`src/core/vsid_map.svh`:
```
// register indices, field positions, reset values and codes of the slave image decoder
`ifndef VSID_MAP_SVH
`define VSID_MAP_SVH

// ==========================================================
// register indices (byte address is four times the index)
`define VSID_IDX_W          12
`define VSID_IDX_IMG1_BASE  12'hF13
`define VSID_IDX_IMG1_CTL   12'hF14
`define VSID_IDX_IMG1_BOUND 12'hF1C
`define VSID_IDX_IMG1_XLAT  12'hF20
`define VSID_IDX_IMG2_CTL   12'hF28
`define VSID_IDX_IMG2_BASE  12'hF2C
`define VSID_IDX_IMG2_BOUND 12'hF30
`define VSID_IDX_IMG2_XLAT  12'hF34
`define VSID_IDX_IMG3_CTL   12'hF3C
`define VSID_IDX_IMG3_BASE  12'hF40
`define VSID_IDX_IMG3_BOUND 12'hF44
`define VSID_IDX_IMG3_XLAT  12'hF48
`define VSID_IDX_PCI_COMMAND_STATUS_REG    12'hF50
`define VSID_IDX_STATUS     12'hF54

// ==========================================================
// control register fields
`define VSID_CTL_EN         31
`define VSID_CTL_POSTED_WRITE_ALLOW       30
`define VSID_CTL_READ_AHEAD_ALLOW       29
`define VSID_CTL_PGM_HI     23
`define VSID_CTL_PGM_LO     22
`define VSID_CTL_SUP_HI     21
`define VSID_CTL_SUP_LO     20
`define VSID_CTL_VAS_HI     18
`define VSID_CTL_VAS_LO     16
`define VSID_CTL_LD64       7
`define VSID_CTL_PCI_LOCK_ON_RMW      6
`define VSID_CTL_LAS_HI     1
`define VSID_CTL_LAS_LO     0
`define VSID_CTL_MASK       32'hE0F7_00C3
`define VSID_CTL_RST        32'h00F0_0000
`define VSID_CTL1_RST       32'h00F0_00C0
`define VSID_CSR_BM         2
`define VSID_LIMIT_LSB      16

// ==========================================================
// codes
`define VSID_VAS_A24        3'h1
`define VSID_VAS_A32        3'h2
`define VSID_VAS_USER1      3'h6
`define VSID_VAS_USER2      3'h7
`define VSID_AM_GRP_A24     3'h7
`define VSID_AM_GRP_A32     3'h1
`define VSID_AM_GRP_USER1   3'h2
`define VSID_AM_GRP_USER2   3'h3
`define VSID_AM_PROGRAM     2'h2
`define VSID_LAS_MEM        2'h0
`define VSID_LAS_IO         2'h1
`define VSID_LAS_CFG        2'h2
`define VSID_RESP_OKAY      2'h0
`define VSID_RESP_DECERR    2'h3

`endif

```
`src/core/vsid_pkg.sv`:
```
// types shared by the slave image decoder files
package vsid_pkg;

  typedef logic [15:0] vsid_limit_t;

  typedef enum logic [2:0] {
    RG_NONE,
    RG_CTL,
    RG_LOW,
    RG_HIGH,
    RG_XLAT,
    RG_CSR,
    RG_STAT
  } vsid_reg_t;

endpackage

```
`src/core/vsid_top.sv`:
```
// slave image decoder for inbound cycles, images 1 to 3, with AXI4-Lite registers
`timescale 1ns/1ns
`include "vsid_map.svh"

module vsid_top #(
  parameter int ADDR_W   = 14,
  parameter int N_IMAGES = 3
) (
  input  wire logic              clk_sys_i,
  input  wire logic              rst_n_i,
  // axi4-lite slave
  input  wire logic [ADDR_W-1:0] s_axi_awaddr_i,
  input  wire logic [2:0]        s_axi_awprot_i,
  input  wire logic              s_axi_awvalid_i,
  output logic                   s_axi_awready_o,
  input  wire logic [31:0]       s_axi_wdata_i,
  input  wire logic [3:0]        s_axi_wstrb_i,
  input  wire logic              s_axi_wvalid_i,
  output logic                   s_axi_wready_o,
  output logic [1:0]             s_axi_bresp_o,
  output logic                   s_axi_bvalid_o,
  input  wire logic              s_axi_bready_i,
  input  wire logic [ADDR_W-1:0] s_axi_araddr_i,
  input  wire logic [2:0]        s_axi_arprot_i,
  input  wire logic              s_axi_arvalid_i,
  output logic                   s_axi_arready_o,
  output logic [31:0]            s_axi_rdata_o,
  output logic [1:0]             s_axi_rresp_o,
  output logic                   s_axi_rvalid_o,
  input  wire logic              s_axi_rready_i,
  // inbound cycle
  input  wire logic              vme_cycle_valid_i,
  input  wire logic [31:0]       vme_addr_i,
  input  wire logic [5:0]        vme_am_i,
  input  wire logic              vme_write_i,
  input  wire logic              vme_rmw_i,
  // decode result toward the PCI side
  output logic                   claim_o,
  output logic [1:0]             claim_image_o,
  output logic [31:0]            pci_addr_o,
  output logic [1:0]             pci_space_o,
  output logic                   posted_write_o,
  output logic                   read_ahead_o,
  output logic                   wide_pci_o,
  output logic                   pci_lock_o
);
  import vsid_pkg::*;

  // ==========================================================
  // helpers
  function automatic vsid_reg_t reg_kind(input logic [`VSID_IDX_W-1:0] idx);
    case (idx)
      `VSID_IDX_IMG1_CTL, `VSID_IDX_IMG2_CTL, `VSID_IDX_IMG3_CTL:       reg_kind = RG_CTL;
      `VSID_IDX_IMG1_BASE, `VSID_IDX_IMG2_BASE, `VSID_IDX_IMG3_BASE:    reg_kind = RG_LOW;
      `VSID_IDX_IMG1_BOUND, `VSID_IDX_IMG2_BOUND, `VSID_IDX_IMG3_BOUND: reg_kind = RG_HIGH;
      `VSID_IDX_IMG1_XLAT, `VSID_IDX_IMG2_XLAT, `VSID_IDX_IMG3_XLAT:    reg_kind = RG_XLAT;
      `VSID_IDX_PCI_COMMAND_STATUS_REG: reg_kind = RG_CSR;
      `VSID_IDX_STATUS:  reg_kind = RG_STAT;
      default:           reg_kind = RG_NONE;
    endcase
  endfunction

  function automatic logic [1:0] reg_img(input logic [`VSID_IDX_W-1:0] idx);
    case (idx)
      `VSID_IDX_IMG2_CTL, `VSID_IDX_IMG2_BASE, `VSID_IDX_IMG2_BOUND,
      `VSID_IDX_IMG2_XLAT: reg_img = 2'h1;
      `VSID_IDX_IMG3_CTL, `VSID_IDX_IMG3_BASE, `VSID_IDX_IMG3_BOUND,
      `VSID_IDX_IMG3_XLAT: reg_img = 2'h2;
      default:             reg_img = 2'h0;
    endcase
  endfunction

  function automatic logic [31:0] wmerge(input logic [31:0] old_v, input logic [31:0] new_v,
                                         input logic [3:0] strb);
    logic [31:0] res;
    res = old_v;
    for (int b = 0; b < 4; b++) begin
      if (strb[b]) begin
        res[b*8 +: 8] = new_v[b*8 +: 8];
      end
    end
    wmerge = res;
  endfunction

  // ==========================================================
  // register state
  logic [31:0] ctl_q   [N_IMAGES];
  vsid_limit_t low_q   [N_IMAGES];
  vsid_limit_t high_q  [N_IMAGES];
  vsid_limit_t xlat_q  [N_IMAGES];
  logic        master_allow_q;
  logic [15:0] claim_cnt_q;
  logic [1:0]  last_img_q;

  // ==========================================================
  // axi write channel
  logic              aw_hold_q;
  logic              w_hold_q;
  logic [ADDR_W-1:0] awaddr_q;
  logic [31:0]       wdata_q;
  logic [3:0]        wstrb_q;
  logic              bvalid_q;
  logic [1:0]        bresp_q;

  wire               aw_fire = s_axi_awvalid_i && s_axi_awready_o;
  wire               w_fire  = s_axi_wvalid_i && s_axi_wready_o;
  wire [ADDR_W-1:0]  wr_addr = aw_hold_q ? awaddr_q : s_axi_awaddr_i;
  wire [31:0]        wr_data = w_hold_q ? wdata_q : s_axi_wdata_i;
  wire [3:0]         wr_strb = w_hold_q ? wstrb_q : s_axi_wstrb_i;
  wire               wr_go   = (aw_hold_q || aw_fire) && (w_hold_q || w_fire) && !bvalid_q;
  wire vsid_reg_t    wr_kind = reg_kind(wr_addr[ADDR_W-1:2]);
  wire [1:0]         wr_img  = reg_img(wr_addr[ADDR_W-1:2]);
  wire [31:0]        wr_ctl  = wmerge(ctl_q[wr_img], wr_data, wr_strb) & `VSID_CTL_MASK;
  wire [31:0]        wr_low  = wmerge({low_q[wr_img], 16'h0000}, wr_data, wr_strb);
  wire [31:0]        wr_high = wmerge({high_q[wr_img], 16'h0000}, wr_data, wr_strb);
  wire [31:0]        wr_xlat = wmerge({xlat_q[wr_img], 16'h0000}, wr_data, wr_strb);
  wire [31:0]        wr_csr  = wmerge(32'(master_allow_q) << `VSID_CSR_BM, wr_data, wr_strb);

  assign s_axi_awready_o = !aw_hold_q && !bvalid_q;
  assign s_axi_wready_o  = !w_hold_q && !bvalid_q;
  assign s_axi_bvalid_o  = bvalid_q;
  assign s_axi_bresp_o   = bresp_q;

  always_ff @(posedge clk_sys_i) begin
    if (!rst_n_i) begin
      aw_hold_q <= 1'b0;
      w_hold_q  <= 1'b0;
      awaddr_q  <= '0;
      wdata_q   <= 32'h0000_0000;
      wstrb_q   <= 4'h0;
      bvalid_q  <= 1'b0;
      bresp_q   <= `VSID_RESP_OKAY;
    end else begin
      if (aw_fire) begin
        awaddr_q <= s_axi_awaddr_i;
      end
      if (w_fire) begin
        wdata_q <= s_axi_wdata_i;
        wstrb_q <= s_axi_wstrb_i;
      end
      aw_hold_q <= wr_go ? 1'b0 : (aw_hold_q || aw_fire);
      w_hold_q  <= wr_go ? 1'b0 : (w_hold_q || w_fire);
      if (wr_go) begin
        bvalid_q <= 1'b1;
        bresp_q  <= (wr_kind == RG_NONE) ? `VSID_RESP_DECERR : `VSID_RESP_OKAY;
      end else if (s_axi_bready_i) begin
        bvalid_q <= 1'b0;
      end
    end
  end

  // ==========================================================
  // software-visible image registers
  always_ff @(posedge clk_sys_i) begin
    if (!rst_n_i) begin
      for (int i = 0; i < N_IMAGES; i++) begin
        ctl_q[i]  <= (i == 0) ? `VSID_CTL1_RST : `VSID_CTL_RST;
        low_q[i]  <= 16'h0000;
        high_q[i] <= 16'h0000;
        xlat_q[i] <= 16'h0000;
      end
      master_allow_q <= 1'b0;
    end else if (wr_go) begin
      case (wr_kind)
        RG_CTL:  ctl_q[wr_img]  <= wr_ctl;
        RG_LOW:  low_q[wr_img]  <= wr_low[31:`VSID_LIMIT_LSB];
        RG_HIGH: high_q[wr_img] <= wr_high[31:`VSID_LIMIT_LSB];
        RG_XLAT: xlat_q[wr_img] <= wr_xlat[31:`VSID_LIMIT_LSB];
        RG_CSR:  master_allow_q <= wr_csr[`VSID_CSR_BM];
        default: master_allow_q <= master_allow_q;
      endcase
    end
  end

  // ==========================================================
  // axi read channel
  logic        rvalid_q;
  logic [31:0] rdata_q;
  logic [1:0]  rresp_q;
  logic [31:0] rd_value;

  wire            ar_fire = s_axi_arvalid_i && s_axi_arready_o;
  wire vsid_reg_t rd_kind = reg_kind(s_axi_araddr_i[ADDR_W-1:2]);
  wire [1:0]      rd_img  = reg_img(s_axi_araddr_i[ADDR_W-1:2]);

  always_comb begin
    case (rd_kind)
      RG_CTL:  rd_value = ctl_q[rd_img];
      RG_LOW:  rd_value = {low_q[rd_img], 16'h0000};
      RG_HIGH: rd_value = {high_q[rd_img], 16'h0000};
      RG_XLAT: rd_value = {xlat_q[rd_img], 16'h0000};
      RG_CSR:  rd_value = 32'(master_allow_q) << `VSID_CSR_BM;
      RG_STAT: rd_value = {claim_cnt_q, 14'h0000, last_img_q};
      default: rd_value = 32'h0000_0000;
    endcase
  end

  assign s_axi_arready_o = !rvalid_q;
  assign s_axi_rvalid_o  = rvalid_q;
  assign s_axi_rdata_o   = rdata_q;
  assign s_axi_rresp_o   = rresp_q;

  always_ff @(posedge clk_sys_i) begin
    if (!rst_n_i) begin
      rvalid_q <= 1'b0;
      rdata_q  <= 32'h0000_0000;
      rresp_q  <= `VSID_RESP_OKAY;
    end else if (ar_fire) begin
      rvalid_q <= 1'b1;
      rdata_q  <= rd_value;
      rresp_q  <= (rd_kind == RG_NONE) ? `VSID_RESP_DECERR : `VSID_RESP_OKAY;
    end else if (s_axi_rready_i) begin
      rvalid_q <= 1'b0;
    end
  end

  // ==========================================================
  // image decode
  logic [N_IMAGES-1:0] hit;
  logic [31:0]         img_pci_addr [N_IMAGES];

  for (genvar g = 0; g < N_IMAGES; g++) begin : g_img
    vsid_image_match u_match (
      .enable_i       (ctl_q[g][`VSID_CTL_EN]),
      .master_allow_i (master_allow_q),
      .pgm_i          (ctl_q[g][`VSID_CTL_PGM_HI:`VSID_CTL_PGM_LO]),
      .super_i        (ctl_q[g][`VSID_CTL_SUP_HI:`VSID_CTL_SUP_LO]),
      .vas_i          (ctl_q[g][`VSID_CTL_VAS_HI:`VSID_CTL_VAS_LO]),
      .low_i          (low_q[g]),
      .high_i         (high_q[g]),
      .xlat_i         (xlat_q[g]),
      .addr_i         (vme_addr_i),
      .am_i           (vme_am_i),
      .hit_o          (hit[g]),
      .pci_addr_o     (img_pci_addr[g])
    );
  end

  // lowest numbered image wins when windows overlap
  function automatic logic [1:0] first_hit(input logic [N_IMAGES-1:0] h);
    logic [1:0] r;
    r = 2'h0;
    for (int i = N_IMAGES - 1; i >= 0; i--) begin
      if (h[i]) begin
        r = 2'(i);
      end
    end
    first_hit = r;
  endfunction

  wire        any_hit = vme_cycle_valid_i && (|hit);
  wire [1:0]  sel     = first_hit(hit);
  wire [31:0] sel_ctl = ctl_q[sel];
  wire [1:0]  sel_las = sel_ctl[`VSID_CTL_LAS_HI:`VSID_CTL_LAS_LO];
  wire        sel_mem = (sel_las == `VSID_LAS_MEM);

  logic        claim_q;
  logic [1:0]  claim_img_q;
  logic [31:0] pci_addr_q;
  logic [1:0]  pci_space_q;
  logic        posted_q;
  logic        ahead_q;
  logic        wide_q;
  logic        lock_q;

  always_ff @(posedge clk_sys_i) begin
    if (!rst_n_i) begin
      claim_q     <= 1'b0;
      claim_img_q <= 2'h0;
      pci_addr_q  <= 32'h0000_0000;
      pci_space_q <= `VSID_LAS_MEM;
      posted_q    <= 1'b0;
      ahead_q     <= 1'b0;
      wide_q      <= 1'b0;
      lock_q      <= 1'b0;
      claim_cnt_q <= 16'h0000;
      last_img_q  <= 2'h0;
    end else begin
      claim_q  <= any_hit;
      posted_q <= any_hit && vme_write_i && sel_ctl[`VSID_CTL_POSTED_WRITE_ALLOW] && sel_mem;
      ahead_q  <= any_hit && !vme_write_i && sel_ctl[`VSID_CTL_READ_AHEAD_ALLOW] && sel_mem;
      lock_q   <= any_hit && vme_rmw_i && sel_ctl[`VSID_CTL_PCI_LOCK_ON_RMW];
      if (any_hit) begin
        claim_img_q <= sel;
        pci_addr_q  <= img_pci_addr[sel];
        pci_space_q <= sel_las;
        wide_q      <= sel_ctl[`VSID_CTL_LD64];
        claim_cnt_q <= claim_cnt_q + 16'h0001;
        last_img_q  <= sel;
      end
    end
  end

  assign claim_o        = claim_q;
  assign claim_image_o  = claim_img_q;
  assign pci_addr_o     = pci_addr_q;
  assign pci_space_o    = pci_space_q;
  assign posted_write_o = posted_q;
  assign read_ahead_o   = ahead_q;
  assign wide_pci_o     = wide_q;
  assign pci_lock_o     = lock_q;

  logic [31:0] chk_ctl_q;
  logic [15:0] chk_low_q;
  logic [15:0] chk_high_q;
  logic [15:0] chk_xlat_q;
  logic [31:0] chk_addr_q;
  logic [5:0]  chk_am_q;
  logic        chk_wr_q;
  always_ff @(posedge clk_sys_i) begin
    chk_ctl_q  <= sel_ctl;
    chk_low_q  <= low_q[sel];
    chk_high_q <= high_q[sel];
    chk_xlat_q <= xlat_q[sel];
    chk_addr_q <= vme_addr_i;
    chk_am_q   <= vme_am_i;
    chk_wr_q   <= vme_write_i;
  end
endmodule // vsid_top

```
`src/core/vsid_image_match.sv`:
```
// one slave image: window compare, address modifier check and translation
`timescale 1ns/1ns
`include "vsid_map.svh"

module vsid_image_match (
  input  wire logic               enable_i,
  input  wire logic               master_allow_i,
  input  wire logic [1:0]         pgm_i,
  input  wire logic [1:0]         super_i,
  input  wire logic [2:0]         vas_i,
  input  wire vsid_pkg::vsid_limit_t low_i,
  input  wire vsid_pkg::vsid_limit_t high_i,
  input  wire vsid_pkg::vsid_limit_t xlat_i,
  input  wire logic [31:0]        addr_i,
  input  wire logic [5:0]         am_i,
  output logic                    hit_o,
  output logic [31:0]             pci_addr_o
);
  import vsid_pkg::*;

  // ==========================================================
  // address modifier qualification
  function automatic logic space_ok(input logic [2:0] vme_space_select, input logic [2:0] grp);
    case (vme_space_select)
      `VSID_VAS_A24:   space_ok = (grp == `VSID_AM_GRP_A24);
      `VSID_VAS_A32:   space_ok = (grp == `VSID_AM_GRP_A32);
      `VSID_VAS_USER1: space_ok = (grp == `VSID_AM_GRP_USER1);
      `VSID_VAS_USER2: space_ok = (grp == `VSID_AM_GRP_USER2);
      default:         space_ok = 1'b0;
    endcase
  endfunction

  vsid_limit_t page;
  logic        in_window;
  logic        am_ok;
  logic        is_prog;

  assign page      = addr_i[31:`VSID_LIMIT_LSB];
  assign in_window = (page >= low_i) && (page < high_i);
  assign is_prog   = (am_i[1:0] == `VSID_AM_PROGRAM);
  // 01/10/11 encodings: bit0 allows one kind, bit1 the other; 00 matches nothing
  assign am_ok     = space_ok(vas_i, am_i[5:3])
                     && (am_i[2] ? super_i[1] : super_i[0])
                     && (is_prog ? pgm_i[1] : pgm_i[0]);
  assign hit_o     = enable_i && master_allow_i && in_window && am_ok;
  assign pci_addr_o = {16'(page + xlat_i), addr_i[`VSID_LIMIT_LSB-1:0]};

endmodule // vsid_image_match

```
`config.mk`:
```
export PLATFORM = sky130hd
export DESIGN_NAME = vsid_top
export DESIGN_NICKNAME = d
export VERILOG_FILES = /design/src/core/vsid_pkg.sv /design/src/core/vsid_top.sv /design/src/core/vsid_image_match.sv
export VERILOG_INCLUDE_DIRS = /design/src /design/src/core
export SDC_FILE = /design/constraint.sdc
export NUM_CORES = 1
export LEC_CHECK = 0
export ABC_AREA = 1
export BUFFER_PORTS_ARGS = -buffer_cell sky130_fd_sc_hd__buf_4
export CELL_PAD_IN_SITES_DETAIL_PLACEMENT = 1
export CELL_PAD_IN_SITES_GLOBAL_PLACEMENT = 1
export CORE_MARGIN = 4
export CORE_UTILIZATION = 47
export DETAILED_ROUTE_END_ITERATION = 8
export MAX_ROUTING_LAYER = met4
export PLACE_DENSITY = 0.85
export SLEW_MARGIN = 10
export SYNTH_ARGS = -nofsm -noshare
export SYNTH_HDL_FRONTEND = slang
export SYNTH_SLANG_ARGS = --single-unit
```
`constraint.sdc`:
```
create_clock -name clk_sys_i -period 4.2 [get_ports clk_sys_i]
set_clock_uncertainty 0.05 [all_clocks]
set_input_delay 0.42 -clock clk_sys_i [delete_from_list [all_inputs] [get_ports clk_sys_i]]
set_output_delay 0.42 -clock clk_sys_i [all_outputs]
set_load 0.02 [all_outputs]
```
After elaboration in Yosys (flattened, before gate mapping)
Memories as Yosys holds them, arrays and structs flattened.
Index checks and enable logic that the tools add are counted.
W data, S select, Z words.

operators by class
  order comparisons = 7
  bitwise gates (word level) = 2
  reductions and logical operators = 74
  add/sub/neg operators = 4
  mux-type cells = 67
  equal/unequal tests = 65

operators with widths
  operator                 count
  $eq A12 B12 Y1 const B   28
  $pmux W32 S6             1
  $mux W32                 3
  $mux W8                  9
  $bmux W32 S2             1
  $add A16 B16 Y16         3
  $ge A16 B16 Y1           3
  $lt A16 B16 Y1           3
  $mux W16                 3
  $reduce_or A16 Y1        3
  $eq A3 B3 Y1 const B     12
  $pmux W3 S6              2
  $logic_and A1 B1 Y1      34
  $mux W14                 2
  $eq A3 B2 Y1 const B     9
  $mux W1                  27
  $reduce_or A3 Y1         9
  $mux W2                  12
  $eq A3 B1 Y1 const B     6
  $reduce_and A2 Y1        9
  $add A16 B1 Y16 const B  1
  $reduce_or A4 Y1         4
  $reduce_or A14 Y1        1
  $pmux W1 S4              3
  15 further kinds         31

storage, ports and cells
  logic and storage cells = 243
  flip-flop bits (word level) = 148
  bits of input ports = 118
  memories kept = 4
  RAM bits = 186

memory list
  name    words  width  read ports  clocked after memory_dff  write ports  line            text
  high_q  3      16     4           0                         3            vsid_top.sv:89  vsid_limit_t high_q [N_IMAGES];
  low_q   3      16     4           0                         3            vsid_top.sv:88  vsid_limit_t low_q [N_IMAGES];
  xlat_q  3      16     4           0                         3            vsid_top.sv:90  vsid_limit_t xlat_q [N_IMAGES];
  ctl_q   3      14     5           0                         3            vsid_top.sv:87  logic [31:0] ctl_q [N_IMAGES];

Logic depth before layout (Yosys ltp)
Gate-level depths: netlist (run 1).
An unclocked memory read counts as a cell.

  word-level depth = 13
  depth in mapped cells = 20

Cells and area by module
A second synthesis (run 1) with hierarchy kept.

unflattened totals
  cell total of the unflattened synthesis = 2819
  area total of the unflattened synthesis = 21316.7 um2

modules (own cells, without submodules)
  module            cells an instance  area each (um2)  instances
  vsid_top          1889               15750.1          1
  vsid_image_match  310                1855.5           3

Worst setup path before layout (run 1)
Ideal clock, no wire load.

  path type = reg-to-reg
  start point = register bvalid_q, in the netlist s_axi_bvalid_o
  end point = memory high_q[1][0] (netlist name), enable pin
  library setup time = 0.384 ns
  data arrival time = 2.637 ns
  setup slack = 1.129 ns
  stages on the path, launching flop included = 10
  clock period less this slack = 3.071 ns
  cells stage by stage = dfxtp_1 > nor2_2 > nand2_2 > inv_2 > nor2_1 > nor3_2 > nand2_1 > nor3_4 > nand4_2 > o21ai_0

RTL lines
  element                 line             text
  start, declared         vsid_top.sv:102  logic bvalid_q;
  start signal, assigned  vsid_top.sv:131  bvalid_q <= 1'b0;
  start signal, assigned  vsid_top.sv:144  bvalid_q <= 1'b1;
  start signal, assigned  vsid_top.sv:147  bvalid_q <= 1'b0;
  end, declared           vsid_top.sv:89

==> results.py, run 1 <==
metrics = {
    "grt": {
        "first_global_vias": 21800,
        "grt_max_degree": 63,
        "grt_pass1_wl_mm": 120,
        "grt-ovfl-total": 0,
        "grt_usage_pct": 33.3,
        "antenna_found_initial": 0,
    },
    "critical_path": {
        "crit_fanout": 9,
        "rr_startpoint": "aw_hold_q$_SDFF_PP0_",
        "crit_chain": "inv_2, or2_1, o21ai_2, inv_2, nor2_1, nand2_1, a31o_2, nor3_1, nand2_1, o21ai_0",
        "cp.depth": 10,
        "crit_family": "compound AO/OA/AOI/OAI gates",
        "path_buf_inv": 2,
        "reg2reg_setup_slack_ps": 570,
        "cp.required_ps": 4330,
        "worst-r2r-cell-count": 10,
        "slowest_stage": "o21ai_0",
        "r2r_end": "high_q[0][2]$_SDFFCE_PN0P_",
        "slowest_delay_ps": 920,
        "worstSetupPathType": "register to register",
        "startpoint_type": "register",
        "end_kind": "register",
        "worst_ep_arrival_time_ps": 3760,
    },
    "sta": {
        "finalSetupTns_ps": 0,
        "relSlewSlack_pct": 13.0,
        "max_freq_mhz": 275,
        "drv_slew": 0,
        "finalSetupViolCount": 0,
        "hold_viol": 0,
        "fin_crit_sh_pct": 86.4,
        "rsz0062_at_grt": "no",
        "timing.hold.ws_ps": 53.8,
        "fin_crit_ps": 3630,
        "tightest_slew_ps": 1300,
    },
    "synth": {
        "avgSynthCellArea_um2": 7.27,
        "ys_warn_count": 0,
        "ys_seq_elements": 307,
        "synthDistinctLibCells": 50,
        "ys_seq_area_share_pct": 38.7,
        "netlist_area_um2": 20700,
        "syn_inst": 2846,
    },
    "pwr": {
        "leakage_uw": 0.0110,
        "ir_worst_vdd_uv": 382,
        "power.density_nw_per_um2": 350,
    },
    "floorplan": {
        "die_x_um": 218,
        "die-area_um2": 47500,
        "start_util_pct": 47.8,
        "die_h_um": 218,
        "io_pins": 200,
        "rows": 76,
        "core_um2": 43300,
    },
    "hold_path": {
        "min_to": "pci_addr_o[10]$_SDFFE_PN0N_",
        "whs_path_depth": 3,
        "hold_start": "vme_addr_i[10]",
        "min_path_type": "input port to register",
    },
    "routing": {
        "wl_per_cell_um": 21.7,
        "detail_route.wirelength_mm": 78.2,
        "drc_errors": 0,
        "first_pass_iters": 5,
        "drt_first_iter_violations": 1373,
        "routed_via_density": 5.73,
        "detail-route-antenna-nets": 0,
        "dr_total_vias": 20700,
    },
    "placement": {
        "dp_hpwl_mm": 59.2,
        "port_buffers": 166,
        "place_congestion": 0.971,
    },
    "cts": {
        "cts_tree": "done",
        "cts.clk_slew.worst_paths_ps": 60,
        "cts-buffers-inserted": 38,
        "ctsResizeCount": 0,
        "cts_buffer_depth": 3,
        "cts.sinks": 307,
        "cts_max_level": 2,
        "worstSkewPairLatency_ps": 570,
        "cts-root-buf": "clkbuf_16",
    },
    "outcome": {
        "outcome": "complete, no violations",
    },
    "cells_and_area": {
        "final_cell_mix": "687 x nand2_1, 331 x nor2_1, 315 x inv_1",
        "drive_above_1_share_pct": 11.8,
        "synthToLayoutAreaGrowth_pct": 15.9,
        "layout_commonest_cell": "nand2_1",
        "n_fill_cell": 5526,
        "fin_nets": 3254,
    },
    "job": {
        "maxCapViolations": 0,
    },
}
worst register-to-register path: cells and delay by family (launching register included):
family	cells	cell delay, ps
flops	1	480
compound gates	3	1300
simple gates	5	1140
buf+inv	2	260
worst max path at each step:
stage	start	end
floorplan	s_axi_bvalid_o$_SDFFE_PN0P_	high_q[1][0]$_SDFFCE_PN0P_
global placement	aw_hold_q$_SDFF_PP0_	high_q[0][0]$_SDFFCE_PN0P_
detailed placement	vme_addr_i[29]	pci_addr_o[19]$_SDFFE_PN0N_
CTS	aw_hold_q$_SDFF_PP0_	high_q[0][2]$_SDFFCE_PN0P_
global route	aw_hold_q$_SDFF_PP0_	high_q[0][2]$_SDFFCE_PN0P_
finish	aw_hold_q$_SDFF_PP0_	high_q[0][2]$_SDFFCE_PN0P_
sequential cells by signal, summed over array words and instances (netlist names), 2 cells and up:
name / cells
wdata_q: 21
claim_image_o: 2
low_q: 48
xlat_q: 48
pci_space_o: 2
high_q: 48
claim_cnt_q: 16
pci_addr_o: 32
wstrb_q: 3
s_axi_rdata_o: 21
ctl_q: 42
awaddr_q: 12
power by group:
| part | internal, uW | switching [uW] |
|---|---|---|
| sequential | 3320 | 75.9 |
| combinational | 507 | 1160 |
| clock | 1990 | 1340 |
logic make-up (layout without fill, tap and decap cells):
family,count (synthesis),count (layout),synth area share (%)
flip-flops,307,307,38.7
XOR/XNOR,42,42,1.78
buffers and inverters,464,631,8.81
multiplexers,4,4,0.193
AO/OA/AOI/OAI,386,386,9.95
adder cells (fa/ha/maj),142,142,8.69
AND/OR/NAND/NOR,1500,1500,31.9
other,1,12,0.0181
cell type report:
cell class | count | area (um^2) | area share [%]
multi-input cells | 2085 | 10900 | 45.6
inverters | 327 | 1230 | 5.12
well taps | 585 | 732 | 3.05
diodes | 1 | 2.50 | 0.0104
clock buffers | 53 | 1080 | 4.50
repair buffers | 235 | 1800 | 7.52
clock inverters | 16 | 186 | 0.777
flip-flops and latches | 307 | 8010 | 33.4
routing by layer:
layer / global-route usage, % / routed length, um
met1: 39.0 / 30300
met2: 56.6 / 38300
met3: 4.70 / 5440
met4: 15.8 / 4190
met5: - / 0
Yosys cell counts, drive strengths merged:
| master | n | area share (%) |
|---|---|---|
| nand2 | 690 | 13 |
| nor2 | 342 | 6.4 |
| inv | 324 | 5.9 |
| nand3 | 236 | 5.7 |
| o21ai | 207 | 5.0 |
| edfxtp | 186 | 27 |
| ha | 139 | 8.4 |
| a21oi | 127 | 3.1 |
| nor3 | 127 | 3.1 |
| dfxtp | 121 | 12 |
| clkbuf | 102 | 1.8 |
| nand4 | 62 | 2.6 |
| buf | 35 | 1.0 |
| xor2 | 26 | 1.1 |
| or2 | 23 | 0.70 |
| o21bai | 17 | 0.62 |
| xnor2 | 16 | 0.68 |
| nand3b | 11 | 0.40 |
| o211ai | 8 | 0.29 |
| a21o | 7 | 0.25 |
| a31oi | 6 | 0.18 |
| o21a | 6 | 0.22 |
| nor4 | 5 | 0.15 |
| mux2i | 4 | 0.19 |
| clkinv | 3 | 0.054 |
| fa | 3 | 0.29 |
| nor3b | 3 | 0.16 |
| o22ai | 3 | 0.091 |
| a211oi | 1 | 0.036 |
| a22o | 1 | 0.042 |
| a31o | 1 | 0.042 |
| and3 | 1 | 0.030 |
| conb | 1 | 0.018 |
| o2111ai | 1 | 0.042 |
| o311ai | 1 | 0.042 |
what timing repair did:
item | in CTS | in global routing
hold buffers | 1 | 0
setup buffers | 0 | 0
hold endpoints to repair | 1 | 0
metrics by stage:
| step | cells | total power, uW | area [um^2] | util, % | setup slack, ps |
|---|---|---|---|---|---|
| 2_1_floorplan | 2856 | 4440 | 20700 | - | 1130 |
| 3_3_place_gp | 3538 | 4990 | 22700 | 52.5 | 796 |
| 3_5_place_dp | 3538 | 5080 | 22700 | 52.5 | 640 |
| 4_1_cts | 3608 | 8410 | 24000 | 55.4 | 577 |
| 5_1_grt | 3608 | 8720 | 24000 | 55.4 | 266 |
| 6_report | 3609 | 8390 | 24000 | 55.4 | 570 |
Power figures use the tool's default switching activity.
==> run 2: changes to the inputs <==
CORE_UTILIZATION = 40   (was 47)
CTS_CLUSTER_DIAMETER = 150   (was default)
PLACE_DENSITY = 0.77   (was 0.85)
clock period = 3.2 ns   (was 4.2 ns; I/O delays follow)
==> results.py, run 2 (synthesis gave the netlist of run 1 again) <==
metrics = {
    "sta": {
        "fin_crit_sh_pct": 96.9,
        "finalSetupViolCount": 0,
        "rsz0062_at_grt": "no",
        "drv_slew": 0,
        "fin_crit_ps": 3100,
        "hold_viol": 0,
        "tightest_slew_ps": 1260,
        "layout_setup_ws_ps": 99.8,
        "finalSetupTns_ps": 0,
        "max_freq_mhz": 323,
        "relSlewSlack_pct": 15.4,
    },
    "placement": {
        "port_buffers": 166,
        "place_congestion": 0.974,
        "dp_hpwl_mm": 60.2,
        "pre_cts_slack_ps": 75.2,
        "place_area_um2": 23200,
    },
    "critical_path": {
        "cp.required_ps": 3410,
        "worstSetupPathType": "register to register",
        "crit_fanout": 25,
        "startpoint_type": "register",
        "end_kind": "register",
        "worst_ep_arrival_time_ps": 3310,
    },
    "pwr": {
        "power.density_nw_per_um2": 451,
        "leakage_uw": 0.0115,
        "ir_worst_vdd_uv": 401,
        "power.total_uw": 11300,
    },
    "outcome": {
        "outcome": "complete, no violations",
    },
    "cells_and_area": {
        "n_fill_cell": 6419,
        "drive_above_1_share_pct": 13.2,
        "final_cell_mix": "685 x nand2_1, 330 x nor2_1, 315 x inv_1",
        "layout_commonest_cell": "nand2_1",
        "synthToLayoutAreaGrowth_pct": 20.9,
        "post-route-util_pct": 48.8,
        "reg_top3": "high_q: 48 flops, low_q: 48 flops, xlat_q: 48 flops",
        "fin_nets": 3344,
        "final_area_um2": 25000,
    },
    "cts": {
        "cts_buffer_depth": 3,
        "cts.sinks": 307,
        "cts-root-buf": "clkbuf_16",
        "cts_tree": "done",
        "cts_max_level": 2,
        "cts.clk_slew.worst_paths_ps": 60,
        "cts-buffers-inserted": 38,
        "worstSkewPairLatency_ps": 560,
    },
    "hold_path": {
        "min_path_type": "input port to register",
    },
    "routing": {
        "drt_first_iter_violations": 1492,
        "detail_route.wirelength_mm": 81.8,
        "routed_via_density": 5.51,
        "detail-route-antenna-nets": 0,
        "wl_per_cell_um": 21.5,
        "first_pass_iters": 8,
        "dr_total_vias": 20900,
        "drc_errors": 0,
    },
    "grt": {
        "first_global_vias": 21800,
        "grt_pass1_wl_mm": 124,
        "grt_usage_pct": 29.2,
        "grt-ovfl-total": 0,
        "grt_max_degree": 67,
        "antenna_found_initial": 2,
    },
    "floorplan": {
        "rows": 83,
        "start_util_pct": 40.3,
        "die-area_um2": 55400,
        "die_x_um": 235,
        "core_um2": 51300,
        "die_h_um": 235,
        "io_pins": 200,
    },
    "job": {
        "maxCapViolations": 0,
    },
}
==> run 2: routing by layer <==
| layer | global-route usage, % | wire length (um) | vias up |
|---|---|---|---|
| met3 | 3.26 | 4500 | 148 |
| met4 | 9.36 | 2860 | 0 |
| li1 | - | - | 9880 |
| met2 | 51.0 | 40800 | 615 |
| met5 | - | 0 | - |
| met1 | 35.6 | 33600 | 10300 |
==> run 2: where the power goes <==
group          switching [uW]  leakage [uW]  total [uW]  internal (uW)
combinational            1580       0.00799        2350            766
clock                    1790      0.000628        4470           2680
sequential                103       0.00285        4460           4360
total                    3470        0.0115       11300           7800
==> run 2: cell type report <==
type                    count  area, um^2  share of cell area [%]
multi-input cells        2085       11000                    43.8
flip-flops and latches    307        8010                    32.0
repair buffers            325        2690                    10.7
inverters                 327        1230                    4.92
clock buffers              45        1020                    4.07
well taps                 680         851                    3.40
clock inverters            24         250                    1.00
diodes                      2        5.00                  0.0200
==> run 2: path summary, 6_finish.rpt <==
check	startpoint	slack, ps	cells after the start	to
setup reg to reg	w_hold_q$_SDFF_PP0_	100	8	high_q[1][7]$_SDFFCE_PN0P_
setup / recovery	w_hold_q$_SDFF_PP0_	100	8	high_q[1][7]$_SDFFCE_PN0P_
hold reg to reg	awaddr_q[7]$_SDFFE_PN0P_	410	2	awaddr_q[7]$_SDFFE_PN0P_
hold / removal	s_axi_wdata_i[18]	4	3	wdata_q[18]$_SDFFE_PN0P_
==> run 2: through the flow <==
stage	instances	hold slack, ps
after floorplan	2856	379
after global placement	3676	395
after detailed placement	3676	411
after CTS	3788	0.490
after global routing	3795	19.1
final	3795	3.57
==> run 2: timing repair <==
item | in CTS | in global routing
setup endpoints to repair | 0 | 181
setup buffers | 0 | 5
resized for setup | 0 | 8
hold buffers | 43 | 0
hold endpoints to repair | 44 | 0
==> run 2: worst max-delay path, stage by stage (launching register included) <==
cell	delay, ps
dfxtp_1	340
buf_4	240
inv_1	450
or2_2	200
o21ai_1	60
inv_1	540
nand4_2	410
o21ai_0	290
buf_4	210
==> run 3: changes to the inputs <==
CELL_PAD_IN_SITES_DETAIL_PLACEMENT = 0   (was 1)
GPL_ROUTABILITY_DRIVEN = 1   (was default)
==> results.py, run 3 (synthesis gave the netlist of run 1 again) <==
metrics = {
    "cells_and_area": {
        "layout_commonest_cell": "nand2_1",
        "final_cell_mix": "686 x nand2_1, 330 x nor2_1, 315 x inv_1",
        "fin_nets": 3354,
        "n_fill_cell": 5064,
        "drive_above_1_share_pct": 13.1,
        "final_area_um2": 25100,
        "synthToLayoutAreaGrowth_pct": 21.3,
        "reg_top3": "high_q: 48 flops, low_q: 48 flops, xlat_q: 48 flops",
    },
    "placement": {
        "place_congestion": 0.974,
        "port_buffers": 166,
        "place_area_um2": 23200,
        "dp_hpwl_mm": 54.7,
        "pre_cts_slack_ps": 53.9,
    },
    "routing": {
        "dr_total_vias": 20100,
        "detail-route-antenna-nets": 0,
        "drt_first_iter_violations": 1565,
        "wl_per_cell_um": 19.2,
        "first_pass_iters": 5,
        "drc_errors": 0,
        "routed_via_density": 5.29,
        "detail_route.wirelength_mm": 73.2,
    },
    "critical_path": {
        "cp.required_ps": 3410,
        "cp-startpoint": "aw_hold_q$_SDFF_PP0_",
        "crit_fanout": 11,
        "worst_ep_arrival_time_ps": 3180,
        "worstSetupPathType": "register to register",
        "rr_startpoint": "aw_hold_q$_SDFF_PP0_",
        "startpoint_type": "register",
        "slowest_delay_ps": 440,
        "end_kind": "register",
        "slowest_stage": "dfxtp_1",
        "crit_top_cell": "nand2_1",
        "crit_chain": "buf_12, nand2_1, nand2_1, inv_1, nor2_1, nand2_1, nor2_2, nand2_1, o21ai_1, buf_4, inv_2, o21ai_0, buf_4",
    },
    "floorplan": {
        "start_util_pct": 40.3,
        "die_x_um": 235,
        "core_um2": 51300,
        "die_h_um": 235,
        "rows": 83,
        "die-area_um2": 55400,
        "io_pins": 200,
    },
    "sta": {
        "layout_setup_ws_ps": 235,
        "hold_viol": 0,
        "tightest_slew_ps": 1190,
        "finalSetupTns_ps": 0,
        "fin_crit_ps": 2960,
        "drv_slew": 0,
        "fin_crit_sh_pct": 92.7,
        "max_freq_mhz": 337,
        "finalSetupViolCount": 0,
        "relSlewSlack_pct": 20.0,
        "timing.hold.ws_ps": 11.7,
        "rsz0062_at_grt": "no",
    },
    "hold_path": {
        "min_path_type": "input port to register",
        "hold_start": "s_axi_wdata_i[18]",
    },
    "grt": {
        "grt-ovfl-total": 0,
        "antenna_found_initial": 2,
        "grt_pass1_wl_mm": 111,
        "grt_usage_pct": 26.3,
        "first_global_vias": 19200,
        "grt_max_degree": 67,
    },
    "pwr": {
        "ir_worst_vdd_uv": 416,
        "leakage_uw": 0.0115,
        "power.density_nw_per_um2": 444,
    },
    "cts": {
        "cts_max_level": 2,
        "cts_buffer_depth": 3,
        "cts.sinks": 307,
        "cts_tree": "done",
        "cts-root-buf": "clkbuf_16",
        "worstSkewPairLatency_ps": 560,
        "cts.clk_slew.worst_paths_ps": 60,
        "cts-buffers-inserted": 38,
    },
    "outcome": {
        "outcome": "complete, no violations",
    },
    "job": {
        "maxCapViolations": 0,
    },
}
[run 3: repair_timing]
action / CTS / global route
setup buffers: 0 / 4
endpoints found under the hold margin: 55 / 0
hold buffers: 54 / 0
setup endpoints to repair: 0 / 141
resized for setup: 0 / 3
[run 3: through the flow]
stage / utilization [%] / cells / power [uW]
final: 48.9 / 3804 / 11200
after global routing: 48.9 / 3804 / 11600
after CTS: 48.8 / 3799 / 11200
after detailed placement: 45.2 / 3676 / 6700
after global placement: 45.2 / 3676 / 6660
after floorplan: - / 2856 / 5830
[run 3: final cells by class]
cell class | count | area [um^2] | area share, %
Tap cell | 680 | 851 | 3.39
Clock inverter | 16 | 188 | 0.748
Sequential cell | 307 | 8010 | 31.9
Timing Repair Buffer | 335 | 2790 | 11.1
Clock buffer | 53 | 1090 | 4.35
Antenna cell | 1 | 2.50 | 0.00997
Multi-Input combinational cell | 2085 | 11000 | 43.6
Inverter | 327 | 1230 | 4.89
[run 3: layer usage]
layer  part of all wire [%]  track usage (%)
met5                      0                -
met4                    3.6             8.99
met3                    6.2             3.48
met2                     47             42.7
met1                     43             34.1
[run 3: final timing paths]
| path | to | slack (ps) | cells past startpoint |
|---|---|---|---|
| worst max-delay path | low_q[2][13]$_SDFFCE_PN0P_ | 240 | 13 |
| worst min register to register | awaddr_q[7]$_SDFFE_PN0P_ | 410 | 2 |
| worst max register to register | low_q[2][13]$_SDFFCE_PN0P_ | 240 | 13 |
| worst min-delay path | wdata_q[18]$_SDFFE_PN0P_ | 10 | 3 |
[run 3: critical path: cells and delay by family (launching register included)]
family / cells / cell delay (ps)
buffers and inverters: 5 / 860
AND/OR/NAND/NOR: 6 / 680
AO/OA/AOI/OAI: 2 / 620
flip-flops: 1 / 440
[run 3: power breakdown]
part	switching (uW)	total [uW]	leakage (uW)	internal, uW
clock	1780	4430	0.000602	2650
combinational	1510	2280	0.00803	766
sequential	96.7	4450	0.00285	4360
total	3390	11200	0.0115	7770
